File: config.mk
export PLATFORM = sky130hd
export DESIGN_NAME = qcm_counter
export DESIGN_NICKNAME = d
export VERILOG_FILES = /design/src/pkg/qcm_pkg.sv /design/src/core/qcm_counter.sv
export SDC_FILE = /design/constraint.sdc
export NUM_CORES = 1
export LEC_CHECK = 0
export BUFFER_PORTS_ARGS = -buffer_cell sky130_fd_sc_hd__buf_2
export CORE_MARGIN = 8
export CORE_UTILIZATION = 60
export DETAILED_ROUTE_END_ITERATION = 10
export PLACE_DENSITY = 0.84
export SKIP_LAST_GASP = 1
export SYNTH_ARGS = -nofsm -noshare
export SYNTH_HDL_FRONTEND = slang
export SYNTH_SLANG_ARGS = --single-unit
File: constraint.sdc
create_clock -name pclk -period 9.7 [get_ports pclk]
set_input_delay 1.455 -clock pclk [delete_from_list [all_inputs] [get_ports pclk]]
set_output_delay 1.455 -clock pclk [all_outputs]
set_load 0.01 [all_outputs]
File: src/pkg/qcm_pkg.sv
// ----------------------------------------------------------------
// quadrature counter shared definitions
// ----------------------------------------------------------------
package qcm_pkg;

  localparam int QCM_CNT_W = 32;
  localparam int QCM_ADDR_W = 8;
  localparam int QCM_GROUPS = 4;
  localparam int QCM_GROUP_STRIDE = 4;
  localparam int QCM_IRQ_W = 3;

  // ----------------------------------------------------------------
  // register offsets (byte addresses)
  // ----------------------------------------------------------------
  localparam logic [QCM_ADDR_W-1:0] QCM_CTRL_OFS = 8'h00;
  localparam logic [QCM_ADDR_W-1:0] QCM_COMPARE_OFS = 8'h04;
  localparam logic [QCM_ADDR_W-1:0] QCM_PRELOAD_OFS = 8'h08;
  localparam logic [QCM_ADDR_W-1:0] QCM_COUNT_OFS = 8'h0c;
  localparam logic [QCM_ADDR_W-1:0] QCM_STROBE_OFS = 8'h10;
  localparam logic [QCM_ADDR_W-1:0] QCM_SYNC_STATUS_OFS = 8'h14;
  localparam logic [QCM_ADDR_W-1:0] QCM_DONE_OFS = 8'h18;
  localparam logic [QCM_ADDR_W-1:0] QCM_ACK_OFS = 8'h1c;
  localparam logic [QCM_ADDR_W-1:0] QCM_IRQ_STATUS_OFS = 8'h20;
  localparam logic [QCM_ADDR_W-1:0] QCM_IRQ_MASK_OFS = 8'h24;

  // ----------------------------------------------------------------
  // field positions
  // ----------------------------------------------------------------
  localparam int QCM_CTRL_MODE_LSB = 0;
  localparam int QCM_CTRL_RUN_BIT = 2;
  localparam int QCM_CTRL_CNT_HOLD_BIT = 3;
  localparam int QCM_CTRL_OUT_HOLD_BIT = 4;
  localparam int QCM_CTRL_SYNC_EN_LSB = 8;
  localparam int QCM_MARKER_FLAG_BIT = 1;
  localparam int QCM_IRQ_MARKER_BIT = 0;
  localparam int QCM_IRQ_STROBE_BIT = 1;
  localparam int QCM_IRQ_SYNC_BIT = 2;

  // ----------------------------------------------------------------
  // reset values
  // ----------------------------------------------------------------
  localparam logic [31:0] QCM_CTRL_RST = 32'h0000_0000;
  localparam logic [QCM_CNT_W-1:0] QCM_CNT_RST = 32'h0000_0000;
  localparam logic [15:0] QCM_WORD_RST = 16'h0000;
  localparam logic [QCM_IRQ_W-1:0] QCM_IRQ_RST = 3'h0;

  typedef enum logic [1:0] {
    QCM_MODE0 = 2'h0,
    QCM_MODE1 = 2'h1,
    QCM_MODE2 = 2'h2,
    QCM_MODE3 = 2'h3
  } qcm_mode_t;

  typedef enum logic [2:0] {
    QCM_MK_IDLE = 3'b001,
    QCM_MK_CLEAR = 3'b010,
    QCM_MK_SHOW = 3'b100
  } qcm_mk_state_t;

  typedef struct packed {
    logic phase_a;
    logic phase_b;
    logic marker;
    logic preload;
    logic prestrobe;
  } qcm_pins_t;

endpackage : qcm_pkg

File: src/core/qcm_counter.sv
// Design decisions made here: the APB register port and the address map.
`timescale 1ns/1ns
`default_nettype none
module qcm_counter
  import qcm_pkg::*;
(
  input wire logic pclk,
  input wire logic presetn,
  input wire logic ce,
  input wire logic psel,
  input wire logic penable,
  input wire logic pwrite,
  input wire logic [QCM_ADDR_W-1:0] paddr,
  input wire logic [31:0] pwdata,
  output logic [31:0] prdata,
  output logic pready,
  output logic pslverr,
  input wire logic phase_a_terminal,
  input wire logic phase_b_terminal,
  input wire logic marker_terminal,
  input wire logic preload_terminal,
  input wire logic prestrobe_terminal,
  output logic [QCM_GROUPS-1:0] sync_out,
  output logic irq
);

  // ----------------------------------------------------------------
  // pin synchronisers
  // ----------------------------------------------------------------
  qcm_pins_t pins_raw;
  qcm_pins_t pins_meta_reg;
  qcm_pins_t pins_sync_reg;
  qcm_pins_t pins_prev_reg;

  assign pins_raw = '{phase_a: phase_a_terminal, phase_b: phase_b_terminal,
                      marker: marker_terminal, preload: preload_terminal,
                      prestrobe: prestrobe_terminal};

  always_ff @(posedge pclk or negedge presetn) begin
    if (!presetn) begin
      pins_meta_reg <= '0;
      pins_sync_reg <= '0;
      pins_prev_reg <= '0;
    end else if (ce) begin
      pins_meta_reg <= pins_raw;
      pins_sync_reg <= pins_meta_reg;
      pins_prev_reg <= pins_sync_reg;
    end
  end

  logic a_lvl, b_lvl, a_rise, a_fall, b_rise, b_fall;
  logic marker_evt, preload_evt, strobe_evt;

  assign a_lvl = pins_sync_reg.phase_a;
  assign b_lvl = pins_sync_reg.phase_b;
  assign a_rise = a_lvl & ~pins_prev_reg.phase_a;
  assign a_fall = ~a_lvl & pins_prev_reg.phase_a;
  assign b_rise = b_lvl & ~pins_prev_reg.phase_b;
  assign b_fall = ~b_lvl & pins_prev_reg.phase_b;
  // only the dedicated marker terminal feeds the clear
  assign marker_evt = pins_sync_reg.marker & ~pins_prev_reg.marker;
  assign preload_evt = pins_sync_reg.preload & ~pins_prev_reg.preload;
  assign strobe_evt = pins_sync_reg.prestrobe & ~pins_prev_reg.prestrobe;

  // ----------------------------------------------------------------
  // registers
  // ----------------------------------------------------------------
  logic [31:0] ctrl_reg;
  logic [QCM_CNT_W-1:0] compare_reg;
  logic [QCM_CNT_W-1:0] preload_reg;
  logic [QCM_CNT_W-1:0] count_reg;
  logic [QCM_CNT_W-1:0] strobe_reg;
  logic [15:0] ack_reg;
  logic [QCM_IRQ_W-1:0] irq_status_reg;
  logic [QCM_IRQ_W-1:0] irq_mask_reg;
  qcm_mk_state_t mk_state_reg;
  qcm_mk_state_t mk_state_next;

  qcm_mode_t mode;
  logic run, cnt_hold, out_hold;
  logic [QCM_GROUPS-1:0] sync_en;

  assign mode = qcm_mode_t'(ctrl_reg[QCM_CTRL_MODE_LSB +: 2]);
  assign run = ctrl_reg[QCM_CTRL_RUN_BIT];
  assign cnt_hold = ctrl_reg[QCM_CTRL_CNT_HOLD_BIT];
  assign out_hold = ctrl_reg[QCM_CTRL_OUT_HOLD_BIT];
  assign sync_en = ctrl_reg[QCM_CTRL_SYNC_EN_LSB +: QCM_GROUPS];

  // ----------------------------------------------------------------
  // apb slave
  // ----------------------------------------------------------------
  logic acc_done, wr_done, rd_done, addr_ok;
  logic [31:0] rd_mux;
  logic [15:0] sync_status_word;
  logic [15:0] done_word;

  assign acc_done = psel & penable & pready;
  assign wr_done = acc_done & pwrite & addr_ok;
  assign rd_done = acc_done & ~pwrite & addr_ok;

  always_comb begin
    addr_ok = 1'b1;
    rd_mux = 32'h0000_0000;
    case (paddr)
      QCM_CTRL_OFS: rd_mux = ctrl_reg;
      QCM_COMPARE_OFS: rd_mux = compare_reg;
      QCM_PRELOAD_OFS: rd_mux = preload_reg;
      QCM_COUNT_OFS: rd_mux = count_reg;
      QCM_STROBE_OFS: rd_mux = strobe_reg;
      QCM_SYNC_STATUS_OFS: rd_mux = {16'h0000, sync_status_word};
      QCM_DONE_OFS: rd_mux = {16'h0000, done_word};
      QCM_ACK_OFS: rd_mux = {16'h0000, ack_reg};
      QCM_IRQ_STATUS_OFS: rd_mux = {29'h0000_0000, irq_status_reg};
      QCM_IRQ_MASK_OFS: rd_mux = {29'h0000_0000, irq_mask_reg};
      default: addr_ok = 1'b0;
    endcase
  end

  // one wait state keeps the read data path registered
  always_ff @(posedge pclk or negedge presetn) begin
    if (!presetn) begin
      pready <= 1'b0;
      prdata <= 32'h0000_0000;
      pslverr <= 1'b0;
    end else if (ce) begin
      pready <= psel & penable & ~pready;
      if (psel & penable & ~pready) begin
        prdata <= pwrite ? 32'h0000_0000 : rd_mux;
        pslverr <= ~addr_ok;
      end else begin
        prdata <= 32'h0000_0000;
        pslverr <= 1'b0;
      end
    end
  end

  always_ff @(posedge pclk or negedge presetn) begin
    if (!presetn) begin
      ctrl_reg <= QCM_CTRL_RST;
      compare_reg <= QCM_CNT_RST;
      preload_reg <= QCM_CNT_RST;
      ack_reg <= QCM_WORD_RST;
      irq_mask_reg <= QCM_IRQ_RST;
    end else if (ce && wr_done) begin
      case (paddr)
        QCM_CTRL_OFS: ctrl_reg <= pwdata;
        QCM_COMPARE_OFS: compare_reg <= pwdata;
        QCM_PRELOAD_OFS: preload_reg <= pwdata;
        QCM_ACK_OFS: ack_reg <= pwdata[15:0] & (16'h0001 << QCM_MARKER_FLAG_BIT);
        QCM_IRQ_MASK_OFS: irq_mask_reg <= pwdata[QCM_IRQ_W-1:0];
        default: ;
      endcase
    end
  end

  // ----------------------------------------------------------------
  // quadrature decode
  // ----------------------------------------------------------------
  logic step_up, step_dn;

  always_comb begin
    step_up = 1'b0;
    step_dn = 1'b0;
    case (mode)
      QCM_MODE0: begin
        step_up = (b_rise & a_lvl) | (b_fall & ~a_lvl) | (a_fall & b_lvl) | (a_rise & ~b_lvl);
        step_dn = (b_rise & ~a_lvl) | (b_fall & a_lvl) | (a_fall & ~b_lvl) | (a_rise & b_lvl);
      end
      QCM_MODE1: begin
        step_up = a_rise & ~b_lvl;
        step_dn = a_rise & b_lvl;
      end
      QCM_MODE2: begin
        step_up = a_rise & ~b_lvl;
        step_dn = b_rise & ~a_lvl;
      end
      QCM_MODE3: begin
        step_up = (b_rise & a_lvl) | (b_fall & ~a_lvl);
        step_dn = (b_rise & ~a_lvl) | (b_fall & a_lvl);
      end
      default: ;
    endcase
  end

  // ----------------------------------------------------------------
  // count value
  // ----------------------------------------------------------------
  // both phases moving in one sample is illegal; up and down cancel out
  always_ff @(posedge pclk or negedge presetn) begin
    if (!presetn) begin
      count_reg <= QCM_CNT_RST;
    end else if (ce) begin
      if (!run) begin
        if (!cnt_hold) begin
          count_reg <= QCM_CNT_RST;
        end
      end else if (marker_evt) begin
        count_reg <= QCM_CNT_RST;
      end else if (preload_evt) begin
        count_reg <= preload_reg;
      end else if (step_up & ~step_dn) begin
        count_reg <= count_reg + 32'h0000_0001;
      end else if (step_dn & ~step_up) begin
        count_reg <= count_reg - 32'h0000_0001;
      end
    end
  end

  always_ff @(posedge pclk or negedge presetn) begin
    if (!presetn) begin
      strobe_reg <= QCM_CNT_RST;
    end else if (ce && strobe_evt) begin
      strobe_reg <= count_reg;
    end
  end

  // ----------------------------------------------------------------
  // synchronous outputs
  // ----------------------------------------------------------------
  // group 0 follows the compare; others have no counter here, enable only
  logic [QCM_GROUPS-1:0] sync_want;
  assign sync_want = {sync_en[QCM_GROUPS-1:1], sync_en[0] & (count_reg >= compare_reg)};

  always_ff @(posedge pclk or negedge presetn) begin
    if (!presetn) begin
      sync_out <= '0;
    end else if (ce) begin
      for (int g = 0; g < QCM_GROUPS; g++) begin
        if (sync_en[g] || !out_hold) begin
          sync_out[g] <= sync_want[g];
        end
      end
    end
  end

  always_comb begin
    sync_status_word = QCM_WORD_RST;
    for (int g = 0; g < QCM_GROUPS; g++) begin
      sync_status_word[g*QCM_GROUP_STRIDE] = sync_out[g];
    end
  end

  // ----------------------------------------------------------------
  // marker handshake
  // ----------------------------------------------------------------
  always_comb begin
    mk_state_next = mk_state_reg;
    case (mk_state_reg)
      QCM_MK_IDLE: begin
        if (run && marker_evt) begin
          mk_state_next = QCM_MK_CLEAR;
        end
      end
      QCM_MK_CLEAR: begin
        mk_state_next = QCM_MK_SHOW;
      end
      QCM_MK_SHOW: begin
        // a new clear beats a pending acknowledge
        if (run && marker_evt) begin
          mk_state_next = QCM_MK_CLEAR;
        end else if (ack_reg[QCM_MARKER_FLAG_BIT]) begin
          mk_state_next = QCM_MK_IDLE;
        end
      end
      default: mk_state_next = QCM_MK_IDLE;
    endcase
  end

  always_ff @(posedge pclk or negedge presetn) begin
    if (!presetn) begin
      mk_state_reg <= QCM_MK_IDLE;
    end else if (ce) begin
      mk_state_reg <= mk_state_next;
    end
  end

  // display held through a re-clear so the host never misses one
  assign done_word = (mk_state_reg == QCM_MK_IDLE) ? QCM_WORD_RST :
                     (16'h0001 << QCM_MARKER_FLAG_BIT);

  // ----------------------------------------------------------------
  // interrupts
  // ----------------------------------------------------------------
  logic [QCM_IRQ_W-1:0] irq_set;
  logic irq_rd_clr;

  assign irq_set[QCM_IRQ_MARKER_BIT] = (mk_state_reg == QCM_MK_CLEAR);
  assign irq_set[QCM_IRQ_STROBE_BIT] = strobe_evt;
  assign irq_set[QCM_IRQ_SYNC_BIT] = sync_want[0] & ~sync_out[0];
  assign irq_rd_clr = rd_done && (paddr == QCM_IRQ_STATUS_OFS);

  always_ff @(posedge pclk or negedge presetn) begin
    if (!presetn) begin
      irq_status_reg <= QCM_IRQ_RST;
    end else if (ce) begin
      irq_status_reg <= (irq_rd_clr ? QCM_IRQ_RST : irq_status_reg) | irq_set;
    end
  end

  always_ff @(posedge pclk or negedge presetn) begin
    if (!presetn) begin
      irq <= 1'b0;
    end else if (ce) begin
      irq <= |(irq_status_reg & irq_mask_reg);
    end
  end

  logic quiet;
  assign quiet = ce & run & ~marker_evt & ~preload_evt;
endmodule : qcm_counter
`default_nettype wire

==> metrics.log <==
[metrics] global-route wire length before repair: a little over 50000 µm
[metrics] family of cells with the greatest summed delay on the critical path: compound AO/OA/AOI/OAI gates
[metrics] path type of the worst setup path: flip-flop to flip-flop
[metrics] vertical die dimension: between 150 and 200 µm
[metrics] remaining antenna violation count: 0
[metrics] Data required, critical path: just over 10000 ps
[metrics] asr flop ratio synth: 100%
[metrics] RSZ-0062 raised after global routing: false
[metrics] total of warnings raised by yosys: 0
[metrics] delay of the slowest cell on the worst path: 400 ps
[metrics] Setup-failing EPs final: 0
[metrics] list of cells traversed by the critical path: inv_1 > ha_1 > nor2_1 > nor3b_1 > o21ai_0 > o311ai_2 > nor2_1 > inv_1 > buf_4 > ha_1 > a21oi_1 > nand2_1 > a21oi_2 > o31ai_2 > a31oi_1 > o21ai_1 > xnor2_1 > mux2i_1 > nand2_1
[metrics] total global routing overflow: 0
[metrics] number of DRC violations after detailed routing: 0
[metrics] number of clock buffers inserted by TritonCTS: 24
[metrics] number of cells upsized or downsized after cts: 0
[metrics] master of the slowest instance on the critical path: sky130_fd_sc_hd__dfrtp_1
[metrics] Site Rows: between 50 and 60
[metrics] maximum achievable frequency: 241 MHz
[metrics] number of synthesized flops with an enable pin: 0
[metrics] run status: complete, no violations
[metrics] Cells after Synth: between 1000 and 1500
[metrics] part of the Yosys area used for sequential elements: a little under half
[metrics] aggregate global-route resource usage: about a quarter
[metrics] WP buf/inv: 3
[metrics] number of vias per cell: 6.36
[metrics] effective utilization at floorplan: 60.3%
[metrics] Cell Area, Placed: 0.0128 mm²
[metrics] worst clock skew: around 9.9 ps
[metrics] startpoint class of the critical path: flip-flop
[metrics] detailed-route wire length: 31100 µm
[metrics] H-tree lvl count: 1
[metrics] Sw Share: between 20% and 30%
[metrics] CTS clock-pin slew for the worst setup and hold paths: about 60 ps
[metrics] vias in the first global route: slightly below 10000
[metrics] synthesized cell area: between 0.01 and 0.015 mm²
[metrics] synthesized flop and latch total: 224
[metrics] net count after synthesis: approximately 1300
[metrics] Net Switching: between 0.5 and 0.6 mW
[metrics] count of clock tree sinks: about 220
[metrics] insertion delay to the later sink of the worst-skew pair: 510 ps
[metrics] proportion of power drawn by combinational gates: 11.5%
[metrics] tightest hold margin: about 500 ps
[metrics] number of diodes added for antenna fixing: 0
[metrics] met2 WL: approximately 15000 µm
[metrics] largest net degree at the start of global routing: 84
[metrics] final core utilization: between 60% and 70%
[metrics] fraction of layout instances using a drive strength above 1: 21.9%
[metrics] CTS Root Cell: sky130_fd_sc_hd__clkbuf_16
[metrics] mean post-synth cell area: 10.3 µm²
[metrics] count of maximum capacitance violations: 0
[metrics] die footprint: around 0.025 mm²
[metrics] routed length on met3: about 2500 µm
[metrics] number of distinct library cell variants in the gate-level netlist after synthesis: 72
[metrics] ports placed on the boundary: 90
[metrics] Lkg Pwr: around 6.6 nW
[metrics] Pre-antenna DRT Iters: 7
[metrics] final cell area excluding filler cells: around 0.014 mm²
[metrics] CP Capture Type: flip-flop
[metrics] number of filler instances in the final layout: 1480
[metrics] final number of hold-violating endpoints: 0
[metrics] largest fanout on the critical path: 31
[metrics] pwr dens: between 150 and 200 mW/mm²
[metrics] via total after detailed routing: between 9000 and 10000
[metrics] final worst-path cycle share: roughly 43%
[metrics] Metal-1 WL: about 13000 µm
[metrics] most instantiated flip-flop cell in the synthesis netlist: sky130_fd_sc_hd__dfrtp_1
[metrics] worst slew margin relative to its limit: 22.9%
[metrics] die width: roughly 160 µm
[metrics] WP data arrival: between 4000 and 5000 ps
[metrics] # Post-CTS Setup Buffers: 0
[metrics] Area Growth Syn to Fin: 12.6%
[metrics] Post-CTS Hold Fix Bufs: 0
[metrics] summed negative setup slack over all endpoints: 0 ps
[metrics] Total Nets Final: between 1000 and 1500
[metrics] highest metal layer used by the detailed router: met4
[metrics] placer's final routability congestion estimate: 0.907
[metrics] Period minus WS final: between 4000 and 5000 ps
[metrics] antenna violations before repair: 0
[metrics] Worst IR Drop VDD: around 0.00012 V
[metrics] number of DRC markers in iteration 0: just over 800
[metrics] proportion of power drawn by the clock network: a little over two fifths
[metrics] buffers from clock root to sink, at most: 3
[metrics] P_int: 1.59 mW
[metrics] TritonCTS clock tree: built
[metrics] area of the core: ~0.020 mm²
[metrics] Min-Delay Path Class: flip-flop to flip-flop
[metrics] average wire per standard cell: between 20 and 25 µm
[metrics] sequential power share: 44.7%
[metrics] input/output buffers: between 80 and 90
[metrics] actual transition at the worst max-transition pin: 1150 ps
[metrics] HPWL after DPL: 20500 µm
[metrics] number of pins with negative max-slew slack in the final report: 0
power by group through the flow:
stage | sequential (mW) | combinational [mW] | clock (mW)
3_3_place_gp | 0.971 | 0.233 | 0
4_1_cts | 0.955 | 0.244 | 0.946
5_1_grt | 0.956 | 0.271 | 0.987
3_5_place_dp | 0.972 | 0.242 | 0
2_1_floorplan | 0.969 | 0.168 | 0
6_report | 0.955 | 0.245 | 0.935
layout make-up:
cell class              instances  area (µm²)  share of cell area (%)
multi-input cells             799        5930                    43.7
flip-flops and latches        224        5610                    41.3
clock buffers                  32         691                    5.09
repair buffers                102         553                    4.07
well taps                     270         338                    2.49
inverters                      85         319                    2.35
clock inverters                12         133                   0.977
logic make-up (layout without fill, tap and decap cells):
family / after synthesis / in the layout / synth area share (%)
compound gates: 374 / 374 / 20.5
xor+xnor: 30 / 30 / 2.18
fa+ha+maj: 67 / 67 / 7.02
buf+inv: 143 / 231 / 4.67
flops: 224 / 224 / 46.5
mux: 110 / 110 / 10.3
simple gates: 218 / 218 / 8.84
layout by cell type (no fill, tap or decap), types with 5 or more instances in the layout:
| cell type | Yosys | layout |
|---|---|---|
| sky130_fd_sc_hd__a22o_1 | 14 | 14 |
| sky130_fd_sc_hd__nand2_1 | 96 | 96 |
| sky130_fd_sc_hd__nand4_1 | 10 | 10 |
| sky130_fd_sc_hd__mux2_2 | 107 | 107 |
| sky130_fd_sc_hd__a21o_1 | 22 | 22 |
| sky130_fd_sc_hd__o21ai_1 | 6 | 6 |
| sky130_fd_sc_hd__nor3b_1 | 6 | 6 |
| sky130_fd_sc_hd__ha_1 | 66 | 66 |
| sky130_fd_sc_hd__o22ai_1 | 37 | 37 |
| sky130_fd_sc_hd__clkinv_2 | 0 | 5 |
| sky130_fd_sc_hd__and3_1 | 8 | 8 |
| sky130_fd_sc_hd__clkbuf_16 | 0 | 24 |
| sky130_fd_sc_hd__clkbuf_8 | 0 | 6 |
| sky130_fd_sc_hd__o31ai_1 | 10 | 10 |
| sky130_fd_sc_hd__nor3_1 | 13 | 11 |
| sky130_fd_sc_hd__nor2_1 | 37 | 34 |
| sky130_fd_sc_hd__nor2b_1 | 6 | 5 |
| sky130_fd_sc_hd__nand3_1 | 9 | 9 |
| sky130_fd_sc_hd__xnor2_1 | 19 | 19 |
| sky130_fd_sc_hd__inv_1 | 84 | 84 |
| sky130_fd_sc_hd__o21ai_0 | 114 | 114 |
| sky130_fd_sc_hd__a21oi_1 | 49 | 49 |
| sky130_fd_sc_hd__buf_4 | 0 | 13 |
| sky130_fd_sc_hd__nand2b_1 | 9 | 9 |
| sky130_fd_sc_hd__a22oi_1 | 51 | 51 |
| sky130_fd_sc_hd__dfrtp_1 | 223 | 223 |
| sky130_fd_sc_hd__buf_2 | 15 | 88 |
| sky130_fd_sc_hd__xor2_1 | 11 | 11 |
| sky130_fd_sc_hd__a221oi_1 | 31 | 31 |
| sky130_fd_sc_hd__a31oi_1 | 10 | 10 |
synth_stat cells (2+ instances only):
| cell | number | area share [%] |
|---|---|---|
| sky130_fd_sc_hd__buf_1 | 4 | 0.12 |
| sky130_fd_sc_hd__ha_1 | 66 | 6.9 |
| sky130_fd_sc_hd__clkbuf_1 | 38 | 1.2 |
| sky130_fd_sc_hd__a31oi_1 | 10 | 0.52 |
| sky130_fd_sc_hd__o31ai_1 | 10 | 0.62 |
| sky130_fd_sc_hd__o22ai_1 | 37 | 1.9 |
| sky130_fd_sc_hd__nand4b_1 | 2 | 0.15 |
| sky130_fd_sc_hd__nand3b_1 | 3 | 0.19 |
| sky130_fd_sc_hd__nor3_1 | 13 | 0.54 |
| sky130_fd_sc_hd__and4_1 | 3 | 0.22 |
| sky130_fd_sc_hd__a22o_1 | 14 | 1.0 |
| sky130_fd_sc_hd__nor2_1 | 37 | 1.2 |
| sky130_fd_sc_hd__xor2_1 | 11 | 0.80 |
| sky130_fd_sc_hd__mux2_2 | 107 | 10 |
| sky130_fd_sc_hd__or3_1 | 3 | 0.16 |
| sky130_fd_sc_hd__nand3_1 | 9 | 0.37 |
| sky130_fd_sc_hd__nand4_1 | 10 | 0.52 |
| sky130_fd_sc_hd__mux2_1 | 2 | 0.19 |
| sky130_fd_sc_hd__nor3b_1 | 6 | 0.37 |
| sky130_fd_sc_hd__a21oi_1 | 49 | 2.0 |
| sky130_fd_sc_hd__inv_1 | 84 | 2.6 |
| sky130_fd_sc_hd__o21bai_1 | 3 | 0.19 |
| sky130_fd_sc_hd__nor2b_1 | 6 | 0.31 |
| sky130_fd_sc_hd__o21ai_1 | 6 | 0.25 |
| sky130_fd_sc_hd__nor4_1 | 3 | 0.16 |
| sky130_fd_sc_hd__o21a_1 | 2 | 0.12 |
| sky130_fd_sc_hd__a211oi_1 | 2 | 0.12 |
| sky130_fd_sc_hd__xnor2_1 | 19 | 1.4 |
| sky130_fd_sc_hd__a22oi_1 | 51 | 3.2 |
| sky130_fd_sc_hd__dfrtp_1 | 223 | 46 |
| sky130_fd_sc_hd__buf_2 | 15 | 0.62 |
| sky130_fd_sc_hd__a221oi_1 | 31 | 2.3 |
| sky130_fd_sc_hd__nand2b_1 | 9 | 0.47 |
| sky130_fd_sc_hd__nor3_2 | 2 | 0.17 |
| sky130_fd_sc_hd__o21ai_0 | 114 | 4.7 |
| sky130_fd_sc_hd__o211ai_1 | 3 | 0.19 |
| sky130_fd_sc_hd__nand2_1 | 96 | 3.0 |
| sky130_fd_sc_hd__a21o_1 | 22 | 1.4 |
| sky130_fd_sc_hd__and3_1 | 8 | 0.42 |
final timing paths:
path / start / endpoint / slack (ps) / cells past startpoint
worst min register to register: strobe_reg[1] / strobe_reg[1] / 500 / 2
min in group asynchronous: presetn / pins_sync_reg[0] / 920 / 1
worst max-delay path: ctrl_reg[0] / count_reg[31] / 5540 / 19
worst min-delay path: strobe_reg[1] / strobe_reg[1] / 500 / 2
max in group asynchronous: presetn / ctrl_reg[19] / 7380 / 2
worst max register to register: ctrl_reg[0] / count_reg[31] / 5540 / 19
per-stage QoR:
step / power [mW] / setup WS, ps / std cells
floorplan: 1.14 / 5870 / 1166
global placement: 1.20 / 5340 / 1480
detailed placement: 1.21 / 5250 / 1480
CTS: 2.14 / 5520 / 1524
global route: 2.21 / 5210 / 1524
finish: 2.13 / 5540 / 1524
worst min-delay path, stage by stage (launching register included):
cell and delay, ps:
sky130_fd_sc_hd__dfrtp_1 350, sky130_fd_sc_hd__nand2_1 50, sky130_fd_sc_hd__o21ai_0 60
layer usage:
| layer | up-vias | GRT usage, % |
|---|---|---|
| met3 | 61 | 4.34 |
| met1 | 4805 | 33.7 |
| met4 | 0 | 7.89 |
| li1 | 4441 | - |
| met2 | 385 | 41.4 |
| met5 | - | 0 |
Note: power is estimated with default switching activity, not from simulation.
